==> src/rtl/gpo_pkg.sv <==
/*
 Package for the general purpose I/O ports with peripheral override.
 Assumes a classic Wishbone slave with 32-bit data, one register per word.
*/
package gpo_pkg;
	// ============================================================
	// Widths
	localparam int unsigned GPO_ADDR_W = 8;
	localparam int unsigned GPO_DATA_W = 32;
	localparam int unsigned GPO_PORT_W = 8;

	// ============================================================
	// Register indices (byte address is four times the index)
	localparam logic [7:0] GPO_IDX_B_IN   = 8'h03;
	localparam logic [7:0] GPO_IDX_B_DIR  = 8'h04;
	localparam logic [7:0] GPO_IDX_B_OUT  = 8'h05;
	localparam logic [7:0] GPO_IDX_C_IN   = 8'h06;
	localparam logic [7:0] GPO_IDX_C_DIR  = 8'h07;
	localparam logic [7:0] GPO_IDX_C_OUT  = 8'h08;
	localparam logic [7:0] GPO_IDX_D_IN   = 8'h09;
	localparam logic [7:0] GPO_IDX_D_DIR  = 8'h0A;
	localparam logic [7:0] GPO_IDX_D_OUT  = 8'h0B;
	localparam logic [7:0] GPO_IDX_SYSCTL = 8'h35;
	localparam logic [7:0] GPO_IDX_IRQ_ST = 8'h38;
	localparam logic [7:0] GPO_IDX_IRQ_MK = 8'h39;
	localparam logic [7:0] GPO_IDX_OVCTL  = 8'h3A;
	localparam logic [7:0] GPO_IDX_CHMSK  = 8'h3B;

	// ============================================================
	// Field masks and positions
	localparam logic [7:0] GPO_SYSCTL_WMASK = 8'h13;
	localparam logic [7:0] GPO_PORT_C_OUTPUT_DATA_MASK   = 8'h7F;
	localparam logic [7:0] GPO_RESET_BYTE   = 8'h00;
	localparam int unsigned GPO_PUD_BIT     = 4;
	// Override control bits
	localparam int unsigned GPO_OV_SERIAL_RECEIVER_ON  = 0;
	localparam int unsigned GPO_OV_SERIAL_TRANSMITTER_ON  = 1;
	localparam int unsigned GPO_OV_SYNC  = 2;
	localparam int unsigned GPO_OV_T0A   = 3;
	localparam int unsigned GPO_OV_T0B   = 4;
	localparam int unsigned GPO_OV_T2B   = 5;
	localparam int unsigned GPO_OV_EI0   = 6;
	localparam int unsigned GPO_OV_EI1   = 7;
	localparam int unsigned GPO_OV_GRPD  = 8;
	localparam int unsigned GPO_OV_GRPC  = 9;
	localparam int unsigned GPO_OV_W     = 10;
	localparam logic [9:0] GPO_OV_RESET  = 10'h000;
endpackage

==> src/rtl/gpo_ports.sv <==
/*
 General purpose ports B, C, D with port D peripheral overrides.
 Assumes pin inputs on i_clock domain rules; Wishbone classic slave.
*/
// Our own choice: register access over Wishbone.
// Functional notes
// - Receiver enabled forces port D pin 0 to input.
// - Forced pin 0 pull-up follows its data bit unless pull-ups disabled.
// - Port D pin input enable, except pin 2, forced on when change mask and group enable set.
// - Pin 3 input enable also forced by external interrupt one enable.
// - Pin 2 input enable by interrupt zero or mask with port C group enable.
// - Pins 6,5 take timer0 compares; pin 4 serial clock in sync mode.
// - Transmitter drives pin 1 output without pull-up; pin 3 timer2 compare B.
// - Global pull-up disable bit 4 turns every pull-up off.
// - System control resets zero; bits 4,1,0 writable, others read only.
// - Port B data register eight bits read/write, reset zero.
// - Each port direction register resets zero, pins start as inputs.
// - Input sense registers are read only and follow the pins.
// - Port C bit 7 reads zero and is not writable.
// - Port D full eight bit data and direction, read-only sense.
// - Transmitter enabled drives pin 1 as output regardless of direction.
module gpo_ports
	import gpo_pkg::*;
(
	input  wire logic                              i_clock,
	input  wire logic                              i_nrst,
	input  wire logic                              i_wb_cyc,
	input  wire logic                              i_wb_stb,
	input  wire logic                              i_wb_we,
	input  wire logic [gpo_pkg::GPO_ADDR_W-1:0]   i_wb_adr,
	input  wire logic [3:0]                        i_wb_sel,
	input  wire logic [gpo_pkg::GPO_DATA_W-1:0]   i_wb_dat,
	output logic      [gpo_pkg::GPO_DATA_W-1:0]   o_wb_dat,
	output logic                                   o_wb_ack,
	output logic                                   o_irq,
	input  wire logic [gpo_pkg::GPO_PORT_W-1:0]   i_pin_b,
	input  wire logic [gpo_pkg::GPO_PORT_W-1:0]   i_pin_c,
	input  wire logic [gpo_pkg::GPO_PORT_W-1:0]   i_pin_d,
	output logic      [gpo_pkg::GPO_PORT_W-1:0]   o_pin_b,
	output logic      [gpo_pkg::GPO_PORT_W-1:0]   o_pin_b_oe,
	output logic      [gpo_pkg::GPO_PORT_W-1:0]   o_pullup_b,
	output logic      [gpo_pkg::GPO_PORT_W-1:0]   o_pin_c,
	output logic      [gpo_pkg::GPO_PORT_W-1:0]   o_pin_c_oe,
	output logic      [gpo_pkg::GPO_PORT_W-1:0]   o_pullup_c,
	output logic      [gpo_pkg::GPO_PORT_W-1:0]   o_pin_d,
	output logic      [gpo_pkg::GPO_PORT_W-1:0]   o_pin_d_oe,
	output logic      [gpo_pkg::GPO_PORT_W-1:0]   o_pullup_d,
	output logic      [gpo_pkg::GPO_PORT_W-1:0]   o_input_enable_d,
	output logic      [gpo_pkg::GPO_PORT_W-1:0]   o_sync_pin_d,
	input  wire logic                              i_timer0_compare_a_out,
	input  wire logic                              i_timer0_compare_b_out,
	input  wire logic                              i_timer2_compare_b_out,
	input  wire logic                              i_serial_ext_clock,
	input  wire logic                              i_serial_tx_data
);
	import gpo_pkg::*;

	// ============================================================
	// State
	typedef struct packed {
		logic [7:0]         b_out;
		logic [7:0]         b_dir;
		logic [7:0]         c_out;
		logic [7:0]         c_dir;
		logic [7:0]         d_out;
		logic [7:0]         d_dir;
		logic [7:0]         sysctl;
		logic [GPO_OV_W-1:0] ovctl;
		logic [7:0]         chmsk;
		logic [7:0]         irq_st;
		logic [7:0]         irq_mk;
		logic [23:0]        sync1;
		logic [23:0]        sync2;
		logic [7:0]         d_prev;
		logic               ack;
		logic [31:0]        rdat;
	} gpo_state_t;

	gpo_state_t st_r;
	gpo_state_t st_nxt;

	// Byte lane 0 write; lane 1 holds data only for override control bits 9:8
	function automatic logic [7:0] gpo_wr(input logic [7:0] old, input logic [7:0] wd,
			input logic [7:0] wmask);
		gpo_wr = (old & ~wmask) | (wd & wmask);
	endfunction

	// Plain pull-up term shared by all ports
	function automatic logic [7:0] gpo_pull(input logic [7:0] dir, input logic [7:0] dout,
			input logic global_pullup_off);
		gpo_pull = ~dir & dout & {8{~global_pullup_off}};
	endfunction

	logic       global_pullup_off;
	logic [7:0] pin_b_s;
	logic [7:0] pin_c_s;
	logic [7:0] pin_d_s;
	logic       req;
	logic       wr_en;
	logic [7:0] wd;
	logic [7:0] d_ie;

	assign global_pullup_off     = st_r.sysctl[GPO_PUD_BIT];
	assign pin_b_s = st_r.sync2[7:0];
	assign pin_c_s = st_r.sync2[15:8] & GPO_PORT_C_OUTPUT_DATA_MASK;
	assign pin_d_s = st_r.sync2[23:16];
	assign req     = i_wb_cyc & i_wb_stb & ~st_r.ack;
	assign wr_en   = req & i_wb_we & i_wb_sel[0];
	assign wd      = i_wb_dat[7:0];

	// ============================================================
	// Pin drive, ports B and C
	always_comb begin
		o_pin_b    = st_r.b_out;
		o_pin_b_oe = st_r.b_dir;
		o_pullup_b = gpo_pull(st_r.b_dir, st_r.b_out, global_pullup_off);
		o_pin_c    = st_r.c_out;
		o_pin_c_oe = st_r.c_dir & GPO_PORT_C_OUTPUT_DATA_MASK;
		o_pullup_c = gpo_pull(st_r.c_dir, st_r.c_out, global_pullup_off) & GPO_PORT_C_OUTPUT_DATA_MASK;
	end

	// ============================================================
	// Port D with peripheral overrides
	always_comb begin
		o_pin_d    = st_r.d_out;
		o_pin_d_oe = st_r.d_dir;
		o_pullup_d = gpo_pull(st_r.d_dir, st_r.d_out, global_pullup_off);
		if (st_r.ovctl[GPO_OV_SERIAL_RECEIVER_ON]) begin
			o_pin_d_oe[0] = 1'b0;
			o_pullup_d[0] = st_r.d_out[0] & ~global_pullup_off;
		end
		if (st_r.ovctl[GPO_OV_SERIAL_TRANSMITTER_ON]) begin
			o_pin_d_oe[1] = 1'b1;
			o_pullup_d[1] = 1'b0;
			o_pin_d[1]    = i_serial_tx_data;
		end
		if (st_r.ovctl[GPO_OV_T2B]) begin
			o_pin_d[3] = i_timer2_compare_b_out;
		end
		if (st_r.ovctl[GPO_OV_SYNC]) begin
			o_pin_d[4] = i_serial_ext_clock;
		end
		if (st_r.ovctl[GPO_OV_T0B]) begin
			o_pin_d[5] = i_timer0_compare_b_out;
		end
		if (st_r.ovctl[GPO_OV_T0A]) begin
			o_pin_d[6] = i_timer0_compare_a_out;
		end
	end

	// Input enable override; value is always one when enabled
	always_comb begin
		d_ie    = st_r.chmsk & {8{st_r.ovctl[GPO_OV_GRPD]}};
		// Pin 2 uses the port C group enable, kept as printed
		d_ie[2] = st_r.ovctl[GPO_OV_EI0] | (st_r.chmsk[2] & st_r.ovctl[GPO_OV_GRPC]);
		d_ie[3] = st_r.ovctl[GPO_OV_EI1] | d_ie[3];
	end
	assign o_input_enable_d = d_ie;
	assign o_sync_pin_d     = pin_d_s;
	assign o_irq            = |(st_r.irq_st & st_r.irq_mk);
	assign o_wb_ack         = st_r.ack;
	assign o_wb_dat         = st_r.rdat;

	// ============================================================
	// Next state: registers, synchroniser, events
	always_comb begin
		st_nxt       = st_r;
		st_nxt.ack   = req;
		st_nxt.sync1 = {i_pin_d, i_pin_c, i_pin_b};
		st_nxt.sync2 = st_r.sync1;
		st_nxt.d_prev = pin_d_s;
		st_nxt.rdat  = '0;
		if (req && !i_wb_we) begin
			unique case (i_wb_adr)
				GPO_IDX_B_IN:   st_nxt.rdat[7:0] = pin_b_s;
				GPO_IDX_B_DIR:  st_nxt.rdat[7:0] = st_r.b_dir;
				GPO_IDX_B_OUT:  st_nxt.rdat[7:0] = st_r.b_out;
				GPO_IDX_C_IN:   st_nxt.rdat[7:0] = pin_c_s;
				GPO_IDX_C_DIR:  st_nxt.rdat[7:0] = st_r.c_dir;
				GPO_IDX_C_OUT:  st_nxt.rdat[7:0] = st_r.c_out;
				GPO_IDX_D_IN:   st_nxt.rdat[7:0] = pin_d_s;
				GPO_IDX_D_DIR:  st_nxt.rdat[7:0] = st_r.d_dir;
				GPO_IDX_D_OUT:  st_nxt.rdat[7:0] = st_r.d_out;
				GPO_IDX_SYSCTL: st_nxt.rdat[7:0] = st_r.sysctl;
				GPO_IDX_IRQ_ST: st_nxt.rdat[7:0] = st_r.irq_st;
				GPO_IDX_IRQ_MK: st_nxt.rdat[7:0] = st_r.irq_mk;
				GPO_IDX_OVCTL:  st_nxt.rdat[GPO_OV_W-1:0] = st_r.ovctl;
				GPO_IDX_CHMSK:  st_nxt.rdat[7:0] = st_r.chmsk;
				default:        st_nxt.rdat = '0;
			endcase
		end
		// Clear by write-one first so a same-cycle event below wins
		if (wr_en && i_wb_adr == GPO_IDX_IRQ_ST) begin
			st_nxt.irq_st = st_r.irq_st & ~wd;
		end
		if (wr_en) begin
			unique case (i_wb_adr)
				GPO_IDX_B_DIR:  st_nxt.b_dir = wd;
				GPO_IDX_B_OUT:  st_nxt.b_out = wd;
				GPO_IDX_C_DIR:  st_nxt.c_dir = wd & GPO_PORT_C_OUTPUT_DATA_MASK;
				GPO_IDX_C_OUT:  st_nxt.c_out = wd & GPO_PORT_C_OUTPUT_DATA_MASK;
				GPO_IDX_D_DIR:  st_nxt.d_dir = wd;
				GPO_IDX_D_OUT:  st_nxt.d_out = wd;
				GPO_IDX_SYSCTL: st_nxt.sysctl = gpo_wr(st_r.sysctl, wd, GPO_SYSCTL_WMASK);
				GPO_IDX_IRQ_MK: st_nxt.irq_mk = wd;
				GPO_IDX_OVCTL: begin
					if (i_wb_sel[1]) begin
						st_nxt.ovctl = i_wb_dat[GPO_OV_W-1:0];
					end else begin
						st_nxt.ovctl[7:0] = wd;
					end
				end
				GPO_IDX_CHMSK:  st_nxt.chmsk = wd;
				default: begin
				end
			endcase
		end
		// Pin change events on enabled input-sense pins
		st_nxt.irq_st = st_nxt.irq_st | ((pin_d_s ^ st_r.d_prev) & d_ie);
	end

	// ============================================================
	// Registers
	always_ff @(posedge i_clock) begin
		if (!i_nrst) begin
			st_r <= '0;
		end else begin
			st_r <= st_nxt;
		end
	end
endmodule

==> config.mk <==
export PLATFORM = sky130hd
export DESIGN_NAME = gpo_ports
export DESIGN_NICKNAME = d
export VERILOG_FILES = /design/src/rtl/gpo_pkg.sv /design/src/rtl/gpo_ports.sv
export SDC_FILE = /design/constraint.sdc
export NUM_CORES = 1
export LEC_CHECK = 0
export BUFFER_PORTS_ARGS = -buffer_cell sky130_fd_sc_hd__clkbuf_2
export CORE_AREA = 8 8 136 150
export CTS_BUF_LIST = sky130_fd_sc_hd__clkbuf_16
export DETAILED_ROUTE_END_ITERATION = 7
export DIE_AREA = 0 0 144 158
export HOLD_SLACK_MARGIN = 0.08
export PLACE_DENSITY = 0.63
export SLEW_MARGIN = 20
export SYNTH_ARGS = -nofsm -noshare
export SYNTH_HDL_FRONTEND = slang
export SYNTH_SLANG_ARGS = --single-unit
==> constraint.sdc <==
create_clock -name i_clock -period 2.38 [get_ports i_clock]
set_clock_uncertainty 0.2 [all_clocks]
set_input_delay 0.238 -clock i_clock [delete_from_list [all_inputs] [get_ports i_clock]]
set_output_delay 0.238 -clock i_clock [all_outputs]
set_load 0.02 [all_outputs]
Word-level counts from Yosys, hierarchy flattened
Index checks and enable logic that the tools add are counted.
- eq/ne operators: 14
- bitwise operators: 27
- muxes and demuxes: 11
- reductions and logical operators: 17
- operators with widths (kind ; number):
    $pmux W8 S14 ; 1
    $and A8 B8 Y8 ; 8
    $eq A8 B6 Y1 const B ; 5
    $eq A8 B3 Y1 const B ; 4
    $eq A8 B4 Y1 const B ; 4
    $not A8 Y8 ; 3
    $reduce_and A2 Y1 ; 11
    $and A7 B7 Y7 ; 2
    $mux W1 ; 9
    $eq A8 B2 Y1 const B ; 1
    $mux W8 ; 1
    $or A8 B5 Y8 ; 1
    $or A8 B8 Y8 ; 1
    $reduce_or A8 Y1 ; 1
    $xor A8 B8 Y8 ; 1
    $not A7 Y7 ; 1
    $and A1 B1 Y1 ; 6
    $reduce_and A3 Y1 ; 2
    $logic_and A1 B1 Y1 ; 2
    $not A1 Y1 ; 2
    $or A1 B1 Y1 ; 2
    $logic_not A1 Y1 ; 1
- register bits after elaboration: 177

Depth between registers and ports, before layout
Gate-level depths: netlist of the first run.
- depth after elaboration: 7
- mapped depth: 8

Least setup slack after synthesis of the first run
Ideal clock, no wire load.
- path type: register to register
- start: reg st_r, in the netlist o_wb_ack
- end: reg st_r, in the netlist o_pin_b_oe[0]
- library setup time: 0.118 ns
- slack: 0.362 ns
- data required time: 2.062 ns
- arrival: 1.700 ns
- buffers on the path: 1
- cell stages (with the launch flop): 7
- period minus slack after synthesis: 2.018 ns
- path through: dfxtp_1 -> and3b_1 -> and3_1 -> clkbuf_1 -> nand3_1 -> mux2i_1 -> nor2b_1
- cells in the longest elaborated chain, start to end: 5
- RTL lines (what ; RTL line ; RTL):
    start, declared ; gpo_ports.sv:79 ; gpo_state_t st_r;
    start signal, assigned ; gpo_ports.sv:228 ; st_r <= st_nxt;
    $not A1 Y1 ; gpo_ports.sv:107 ; assign req = i_wb_cyc & i_wb_stb & ~st_r.ack;
    $and A1 B1 Y1 ; gpo_ports.sv:107 ;
    $and A1 B1 Y1 (2 in series) ; gpo_ports.sv:108 ; assign wr_en = req & i_wb_we & i_wb_sel[0];
    $reduce_and A2 Y1 (no source line) ; n/a ;
Every way passes these cells.
A chain may end at the register's enable or synchronous reset.

Worst setup path in the final report of the first run
- start: reg st_r, in the netlist o_wb_ack
- end: reg st_r[103] in the netlist's numbering
- cells in the longest elaborated chain, start to end: 7
- RTL lines (what ; RTL line ; RTL):
    $not A1 Y1 ; gpo_ports.sv:107 ;
    $and A1 B1 Y1 ; gpo_ports.sv:107 ;
    $and A1 B1 Y1 (2 in series) ; gpo_ports.sv:108 ;
    $logic_and A1 B1 Y1 ; gpo_ports.sv:193 ; if (wr_en && i_wb_adr == GPO_IDX_IRQ_ST) begin
    $mux W8 ; gpo_ports.sv:193 ;
    $or A8 B8 Y8 ; gpo_ports.sv:219 ; st_nxt.irq_st = st_nxt.irq_st | ((pin_d_s ^ st_r.d_prev) & d_ie);
Every way passes these cells.

==> results of run 1 <==
cell usage after synthesis (all sizes together) (2+ instances only):
cell type / number
buf: 91
a22o: 5
nor2b: 65
mux2i: 65
nand4: 2
dfxtp: 148
o32ai: 2
nor2: 7
o21a: 8
nor3b: 27
a21o: 5
mux2: 8
a32oi: 2
o22a: 2
mux4: 3
a21boi: 24
and2: 75
a21oi: 4
and3: 11
clkbuf: 41
o21ai: 9
xor2: 8
nand3b: 7
nor4: 2
a22oi: 16
nand3: 23
a31oi: 10
o211ai: 2
a32o: 2
nand2: 46
or4: 2
per-layer routing:
metal / track usage (%) / share of wire [%] / up-vias
li1: - / - / 2655
met1: 23.5 / 44 / 2649
met2: 29.1 / 45 / 226
met3: 5.55 / 7.8 / 39
met4: 8.07 / 3.3 / 0
met5: 0 / 0 / -
cell usage in the layout, fill, tap and decap left out, types with 8 or more instances in the layout:
cell type / synthesis / layout
o21a_1: 8 / 8
xor2_1: 8 / 8
and3_1: 11 / 11
clkbuf_16: 0 / 17
conb_1: 1 / 25
dfxtp_1: 148 / 148
a31oi_1: 10 / 10
mux2i_1: 65 / 65
a21boi_0: 24 / 24
and2_1: 74 / 74
dlygate4sd3_1: 0 / 35
a22oi_1: 16 / 16
nand3_1: 22 / 22
o21ai_0: 8 / 8
buf_4: 82 / 27
nand2_1: 46 / 46
clkbuf_2: 0 / 148
nor2b_1: 65 / 65
nor3b_1: 27 / 27
mux2_2: 8 / 8
registers in the layout, indices dropped and copies added, names as in the netlist:
signal             count
st_nxt                23
o_pin_d                3
global_pullup_off      1
o_pin_c_oe             7
o_pin_d_oe             6
pin_c_s                7
o_sync_pin_d           8
o_pin_b                8
o_wb_dat              10
pin_b_s                8
o_wb_ack               1
o_pin_c                7
st_r                  51
o_pin_b_oe             8
where the power goes:
group          internal [mW]  switching, mW  total [mW]
sequential              2.52         0.0215        2.54
combinational          0.151          0.196       0.347
clock                   1.72           1.00        2.73
total                   4.39           1.22        5.62
cell type report:
cell class              instances  area share (%)
clock buffers                  17            4.98
clock inverters                14            2.02
multi-input cells             480            39.1
flip-flops and latches        148            34.7
well taps                     243            3.56
repair buffers                213            15.7
cells by family after synthesis:
kind of cell	Yosys count
flops	148
compound gates	98
other cells	1
simple gates	273
mux	76
xor+xnor	8
buf+inv	132
stage by stage:
stage	hold WS [ps]	util [%]	worst slack [ps]
2_1_floorplan	165	-	362
3_3_place_gp	213	42.1	169
3_5_place_dp	219	42.1	163
4_1_cts	93.0	47.4	350
5_1_grt	101	47.4	215
6_report	102	47.4	355
how the worst max path moves through the flow:
stage	startpoint	to	slack (ps)	cells past startpoint
2_1_floorplan	o_wb_ack	o_pin_b_oe[0]	360	6
3_3_place_gp	i_wb_adr[2]	o_wb_dat[0]	170	7
3_5_place_dp	i_wb_adr[5]	o_wb_dat[3]	160	6
4_1_cts	o_wb_ack	st_r[103]	350	5
5_1_grt	o_wb_ack	st_r[132]	220	6
6_report	o_wb_ack	st_r[103]	360	5
worst min-delay path: cells and delay by family:
kind | cells | cell delay, ps
buf+inv | 1 | 250
simple gates | 1 | 110
compound gates | 1 | 70
==> flow_summary.ini, run 1 <==
[clock_network]
cts_setup_buffers = 0
clkSinkCount = 148
cts.root.buffer_cell = clkbuf_16
htreeDepth = 4
cts_buffers = 17
insertion_delay_ps = 420
cts_resized = 0
cts.clk_slew.worst_paths_ps = 60
cts_tree = built
cts_hold_buffers = 35
cts_buffer_depth = 2

[critical_path]
worstPathCellList = and3b_1 -> and3_1 -> and3_1 -> a21boi_0 -> o21a_1
required_ps = 2490
worst-setup-path-type = flip-flop to flip-flop
critPathSlowestCell = and3_1
crit_top_cell = and3_1
critPathCaptureType = flip-flop
ff2ff_path_depth = 5
r2r_end = st_r[103]
startpoint_type = flip-flop
r2r-start = o_wb_ack
critPathBufInv = 0
path_max_fanout = 12
max_stage_delay_ps = 460
critPathTopFamily = simple AND/OR/NAND/NOR gates
critPathArrivalTime_ps = 2140
reg2reg_slack_ps = 360

[hold_path]
worstHoldStart = i_wb_dat[2]
hp-class = primary input to flip-flop
whs_path_depth = 3
hold_end = o_pin_d_oe[2]

[global_routing]
grtUsageTotal_pct = 18.7
antenna_found_initial = 0
grt_pass1_vias = 5416
grt_max_degree = 138
grt_overflow = 0
grt_pass1_wl_um = 31800

[synthesis]
synth_cell_type_count = 54
yosysTopAreaCell = dfxtp_1
synth_compound_area_share_pct = 10.3
synth_area_leaders = dfxtp_1, mux2i_1, buf_4
synth_xor_area_share_pct = 0.997
yosys.area_share.simple_pct = 23.4
synth_seq_cells = 148
synthAdderAreaFrac_pct = 0
ys.flop_type = dfxtp_1
syn_area_um2 = 7030
yosys_warnings = 0
synth_cells = 736
muxShareOfSynthArea_pct = 11.5
async_flop_share_pct = 0
syn_avg_cell_area_um2 = 9.55
synth-edff-count = 0
seq_area_frac_synth_pct = 42.2
synth_top_family_by_area = simple AND/OR/NAND/NOR gates
synth_top_cell_area_share_pct = 42.2

[floorplan]
dieHeight_um = 158
fp-row-count = 52
num_io_pins = 200
die_w_um = 144
initial_core_util_pct = 39.0
dieArea_um2 = 22800
core_area_um2 = 18000

[drt]
ant_nets = 0
wl_per_cell_um = 18.8
first_iter_violations = 444
via_count = 5569
dr.pass1.iters = 7
drc = 0
avgViaCountPerCell = 4.99
drt-total-wl_um = 21000

[place]
placed_cells = 1049
portBuffers = 149
placed_cell_area_um2 = 7590
gp_congestion = 0.926
hpwl_um = 15600

[cells_and_area]
stdcell_area_um2 = 8540
final_cell_count_no_fill = 1115
multi_input_area_um2 = 3340
drive_gt1_share_pct = 25.5
seq_area_um2 = 2960
diodes = 0
layout.nets = 938
fill_cells = 1699
syn_to_final_growth_pct = 21.5

[power_and_ir_drop]
finalPower_mw = 5.62
ir_worst_vdd_mv = 0.504
p_leak_nw = 3.82
p_per_area_nw_per_um2 = 658

[timing]
setup_viol = 0
timing.fmax_ghz = 0.494
report.final.slew_viol_count = 0
relSlewSlack_pct = 67.0
final.setup.tns_ps = 0
fin_crit_sh_pct = 85.1
rsz0062_at_grt = no
worst_pin_slew_ps = 488
hold_viol_final = 0
finalCriticalPeriod_ps = 2020

[job]
cap_violations = 0

[status]
status = completed
Power figures use the tool's default switching activity.
==> run 2: changes to the inputs <==
PLACE_DENSITY = 0.66   (was 0.63)
clock period = 1.65 ns   (was 2.38 ns; I/O delays follow)
==> flow_summary.ini, run 2 (synthesized netlist as in run 1, its figures left out) <==
[timing]
setup_ws_ps = -92.0
finalCriticalPeriod_ps = 1740
rsz0062_at_grt = yes
hold_viol_final = 0
fin_crit_sh_pct = 106
report.final.slew_viol_count = 0
timing.fmax_ghz = 0.574
worst_pin_slew_ps = 526
setup_viol = 91
timing.hold.ws_ps = 170
relSlewSlack_pct = 64.9

[global_routing]
grt_pass1_wl_um = 35000
use_met3_pct = 5.01
grtUsageMet2_pct = 34.4
grtUsageTotal_pct = 20.6
busiest_layer = met2
grt.met1_usage_pct = 25.1
grt_max_degree = 138
grt_overflow = 0
grt_pass1_vias = 5988
antenna_found_initial = 0

[critical_path]
critPathSlowestCell = dfxtp_4
path_max_fanout = 8
crit_top_cell = and3_4
required_ps = 1760
max_stage_delay_ps = 340
worstPathCellList = and3b_2 -> buf_4 -> and3_4 -> and3_4 -> a21boi_1 -> o21a_1
worst-setup-path-type = flip-flop to flip-flop
critPathArrivalTime_ps = 1860
critPathCaptureType = flip-flop
startpoint_type = flip-flop

[power_and_ir_drop]
p_leak_nw = 4.38
ir_worst_vdd_mv = 0.635
finalPower_mw = 8.13
p_per_area_nw_per_um2 = 843

[cells_and_area]
layout.nets = 1011
diodes = 0
top_register = st_r
final_cell_count_no_fill = 1189
syn_to_final_growth_pct = 37.3
final_common_cell = dfxtp_1
mostFrequentLayoutCells = dfxtp_1, clkbuf_2, buf_4
drive_gt1_share_pct = 39.1
largest_reg_flops = 51

[drt]
dr.pass1.iters = 4
drt-total-wl_um = 23300
avgViaCountPerCell = 4.93
wl_per_cell_um = 19.6
drc = 0
first_iter_violations = 457
ant_nets = 0
via_count = 5857

[clock_network]
cts_tree = built
clkSinkCount = 148
cts_buffer_depth = 2
cts.clk_slew.worst_paths_ps = 70
insertion_delay_ps = 430
cts.root.buffer_cell = clkbuf_16
cts_buffers = 17
htreeDepth = 4

[floorplan]
core_area_um2 = 18000
num_io_pins = 200
fp-row-count = 52
dieArea_um2 = 22800
dieHeight_um = 158
initial_core_util_pct = 39.0
die_w_um = 144

[place]
placed_cells = 1110
gp_congestion = 0.893
hpwl_um = 17100
portBuffers = 149
place_ws_ps = -385

[status]
status = complete, but fails checks
violations = negative setup slack

[job]
cap_violations = 0

[hold_path]
hp-class = primary input to flip-flop
## run 2: changes by cell type in the layout (fill, tap and decap cells not counted), sizes merged
cell | previous run | this run
clkinvlp | 1 | 0
buf | 30 | 127
clkbuf | 165 | 138
bufinv | 4 | 2
and3 | 11 | 12
inv | 4 | 8
dlygate4sd3 | 35 | 37
## run 2: area by class of cell
| cell class | instances | area (µm²) |
|---|---|---|
| flip-flops and latches | 148 | 3000 |
| clock inverters | 15 | 165 |
| repair buffers | 285 | 2070 |
| multi-input cells | 481 | 3680 |
| well taps | 243 | 304 |
| clock buffers | 17 | 425 |
| fillers | 1632 | 8380 |
## run 2: worst max-delay path: cells and delay by family (launching register included)
family	cells	cell delay [ps]
compound gates	2	250
flops	1	340
simple gates	3	730
buf+inv	1	110
## run 2: timing repair
action                                 in CTS  in global routing
gates cloned                                1                  0
endpoints found under the hold margin      81                  8
buffers inserted                            6                  4
pin swaps                                  20                 12
hold buffers                               36                  1
setup endpoints to repair                 108                120
resized for setup                          91                 63
## run 2: stage by stage
stage	instance area [µm²]	utilization [%]	TNS, ps
global route	9640	53.5	-9480
global placement	8190	45.4	-21690
detailed placement	8190	45.4	-21600
finish	9640	53.5	-3360
CTS	9480	52.6	-5080
floorplan	7250	-	-4560
## run 2: final timing paths
path	start	endpoint	slack [ps]	cells after the start
setup / recovery	o_wb_ack	st_r[103]	-90	6
hold / removal	i_wb_adr[6]	o_wb_dat[0]	170	6
setup reg to reg	o_wb_ack	st_r[103]	-90	6
hold reg to reg	st_nxt[46]	pin_b_s[5]	220	1
## run 2: metal layers
metal	routed length, µm	up-vias
li1	-	2819
met1	10100	2806
met2	11100	198
met3	1380	34
met4	633	0
met5	0	-
## run 2: where the power goes
group | switching [mW] | total, mW | internal (mW)
Sequential | 0.0298 | 3.66 | 3.63
Combinational | 0.324 | 0.593 | 0.269
Clock | 1.62 | 3.89 | 2.27
==> run 3: changes to the inputs <==
CELL_PAD_IN_SITES_DETAIL_PLACEMENT = 0   (was default)
CELL_PAD_IN_SITES_GLOBAL_PLACEMENT = 1   (was default)
CORE_AREA = 2 2 139 154   (was 8 8 136 150)
DIE_AREA = 0 0 141 156   (was 0 0 144 158)
PLACE_DENSITY = 0.75   (was 0.66)
==> flow_summary.ini, run 3 (synthesized netlist as in run 1, its figures left out) <==
[status]
status = complete, but fails checks
violations = negative setup slack

[floorplan]
die_w_um = 141
core_area_um2 = 20400
num_io_pins = 200
initial_core_util_pct = 34.4
fp-row-count = 55
dieHeight_um = 156
dieArea_um2 = 22000

[cells_and_area]
drive_gt1_share_pct = 38.2
top_register = st_r
diodes = 0
mostFrequentLayoutCells = dfxtp_1, clkbuf_2, buf_4
seq_area_um2 = 3000
fill_cells = 1943
stdcell_area_um2 = 9660
syn_to_final_growth_pct = 37.5
layout.nets = 1005
final_common_cell = dfxtp_1
multi_input_area_um2 = 3680
largest_reg_flops = 51

[clock_network]
cts_buffers = 17
htreeDepth = 4
cts.clk_slew.worst_paths_ps = 70
clkSinkCount = 148
cts_buffer_depth = 2
insertion_delay_ps = 430
cts.root.buffer_cell = clkbuf_16
cts_tree = built

[critical_path]
critPathArrivalTime_ps = 1890
path_max_fanout = 8
critPathTopFamily = simple AND/OR/NAND/NOR gates
worstPathCellList = and3b_2 -> and3_2 -> and3_4 -> a21boi_1 -> o21a_1
critPathCaptureType = flip-flop
crit_path_start = o_wb_ack
critPathSlowestCell = dfxtp_4
max_stage_delay_ps = 340
r2r-start = o_wb_ack
startpoint_type = flip-flop
critPathBufInv = 0
worst-setup-path-type = flip-flop to flip-flop
required_ps = 1770

[global_routing]
grt_overflow = 0
antenna_found_initial = 1
grt_pass1_vias = 5587
grtUsageTotal_pct = 20.8
grt_max_degree = 138
grt_pass1_wl_um = 34000

[drt]
drc = 0
via_count = 5844
first_iter_violations = 312
wl_per_cell_um = 19.2
ant_nets = 0
dr.pass1.iters = 5
avgViaCountPerCell = 4.89
drt-total-wl_um = 23000

[timing]
timing.hold.ws_ps = 69.2
setup_ws_ps = -117
setup_viol = 101
hold_viol_final = 0
rsz0062_at_grt = yes
report.final.slew_viol_count = 0
finalCriticalPeriod_ps = 1770
fin_crit_sh_pct = 107
timing.fmax_ghz = 0.566

[place]
placed_cell_area_um2 = 8150
portBuffers = 149
gp_congestion = 0.902
place_ws_ps = -442
hpwl_um = 16400

[power_and_ir_drop]
ir_worst_vdd_mv = 0.712
p_per_area_nw_per_um2 = 830
p_leak_nw = 4.34

[hold_path]
hp-class = primary input to flip-flop
worstHoldStart = i_wb_adr[2]

[job]
cap_violations = 0
## run 3: power by group
group,switching (mW),leakage (nW),total [mW],internal (mW)
clock,1.67,0.274,3.78,2.11
combinational,0.319,2.86,0.584,0.265
sequential,0.0300,1.21,3.65,3.62
total,2.02,4.34,8.02,6.00
## run 3: worst register-to-register path: stages, from the launching register on
cell      delay (ps)
dfxtp_4          340
and3b_2          260
and3_2           310
and3_4           300
a21boi_1          90
o21a_1           170
## run 3: worst paths after layout
check	endpoint	slack, ps	cells past startpoint
worst max-delay path	st_r[103]	-120	5
worst min-delay path	o_wb_dat[0]	70	5
worst max register to register	st_r[103]	-120	5
worst min register to register	pin_b_s[6]	230	1
## run 3: layer usage
metal	GRT usage (%)	vias up	part of all wire, %	wire (µm)
met5	0	-	0	0
met4	6.14	0	1.7	384
met3	4.24	28	5.3	1210
met2	33.9	203	47	10900
met1	27.8	2800	46	10500
li1	-	2813	-	-
## run 3: final cells by class
class                      count  share of cell area (%)
clock buffer                  17                    4.40
multi-input combinational    481                    38.1
clock inverter                15                    1.49
tap                          256                    3.31
timing repair buffer         279                    21.6
sequential                   148                    31.0
## run 3: through the flow
step	total power, mW	utilization, %	TNS (ps)	std cells
floorplan	4.06	-	-4560	760
global placement	4.24	39.9	-22850	1114
detailed placement	4.24	39.9	-23970	1114
CTS	8.08	46.2	-6530	1189
global route	8.28	47.3	-12060	1196
finish	8.02	47.3	-5940	1196
## run 3: what timing repair did
| item | in CTS | in global routing |
|---|---|---|
| hold buffers | 37 | 1 |
| cloned | 1 | 2 |
| endpoints found under the setup margin | 106 | 121 |
| pin swaps | 10 | 25 |
| resized for setup | 93 | 62 |
| buffers inserted | 6 | 5 |
| hold endpoints to repair | 80 | 6 |
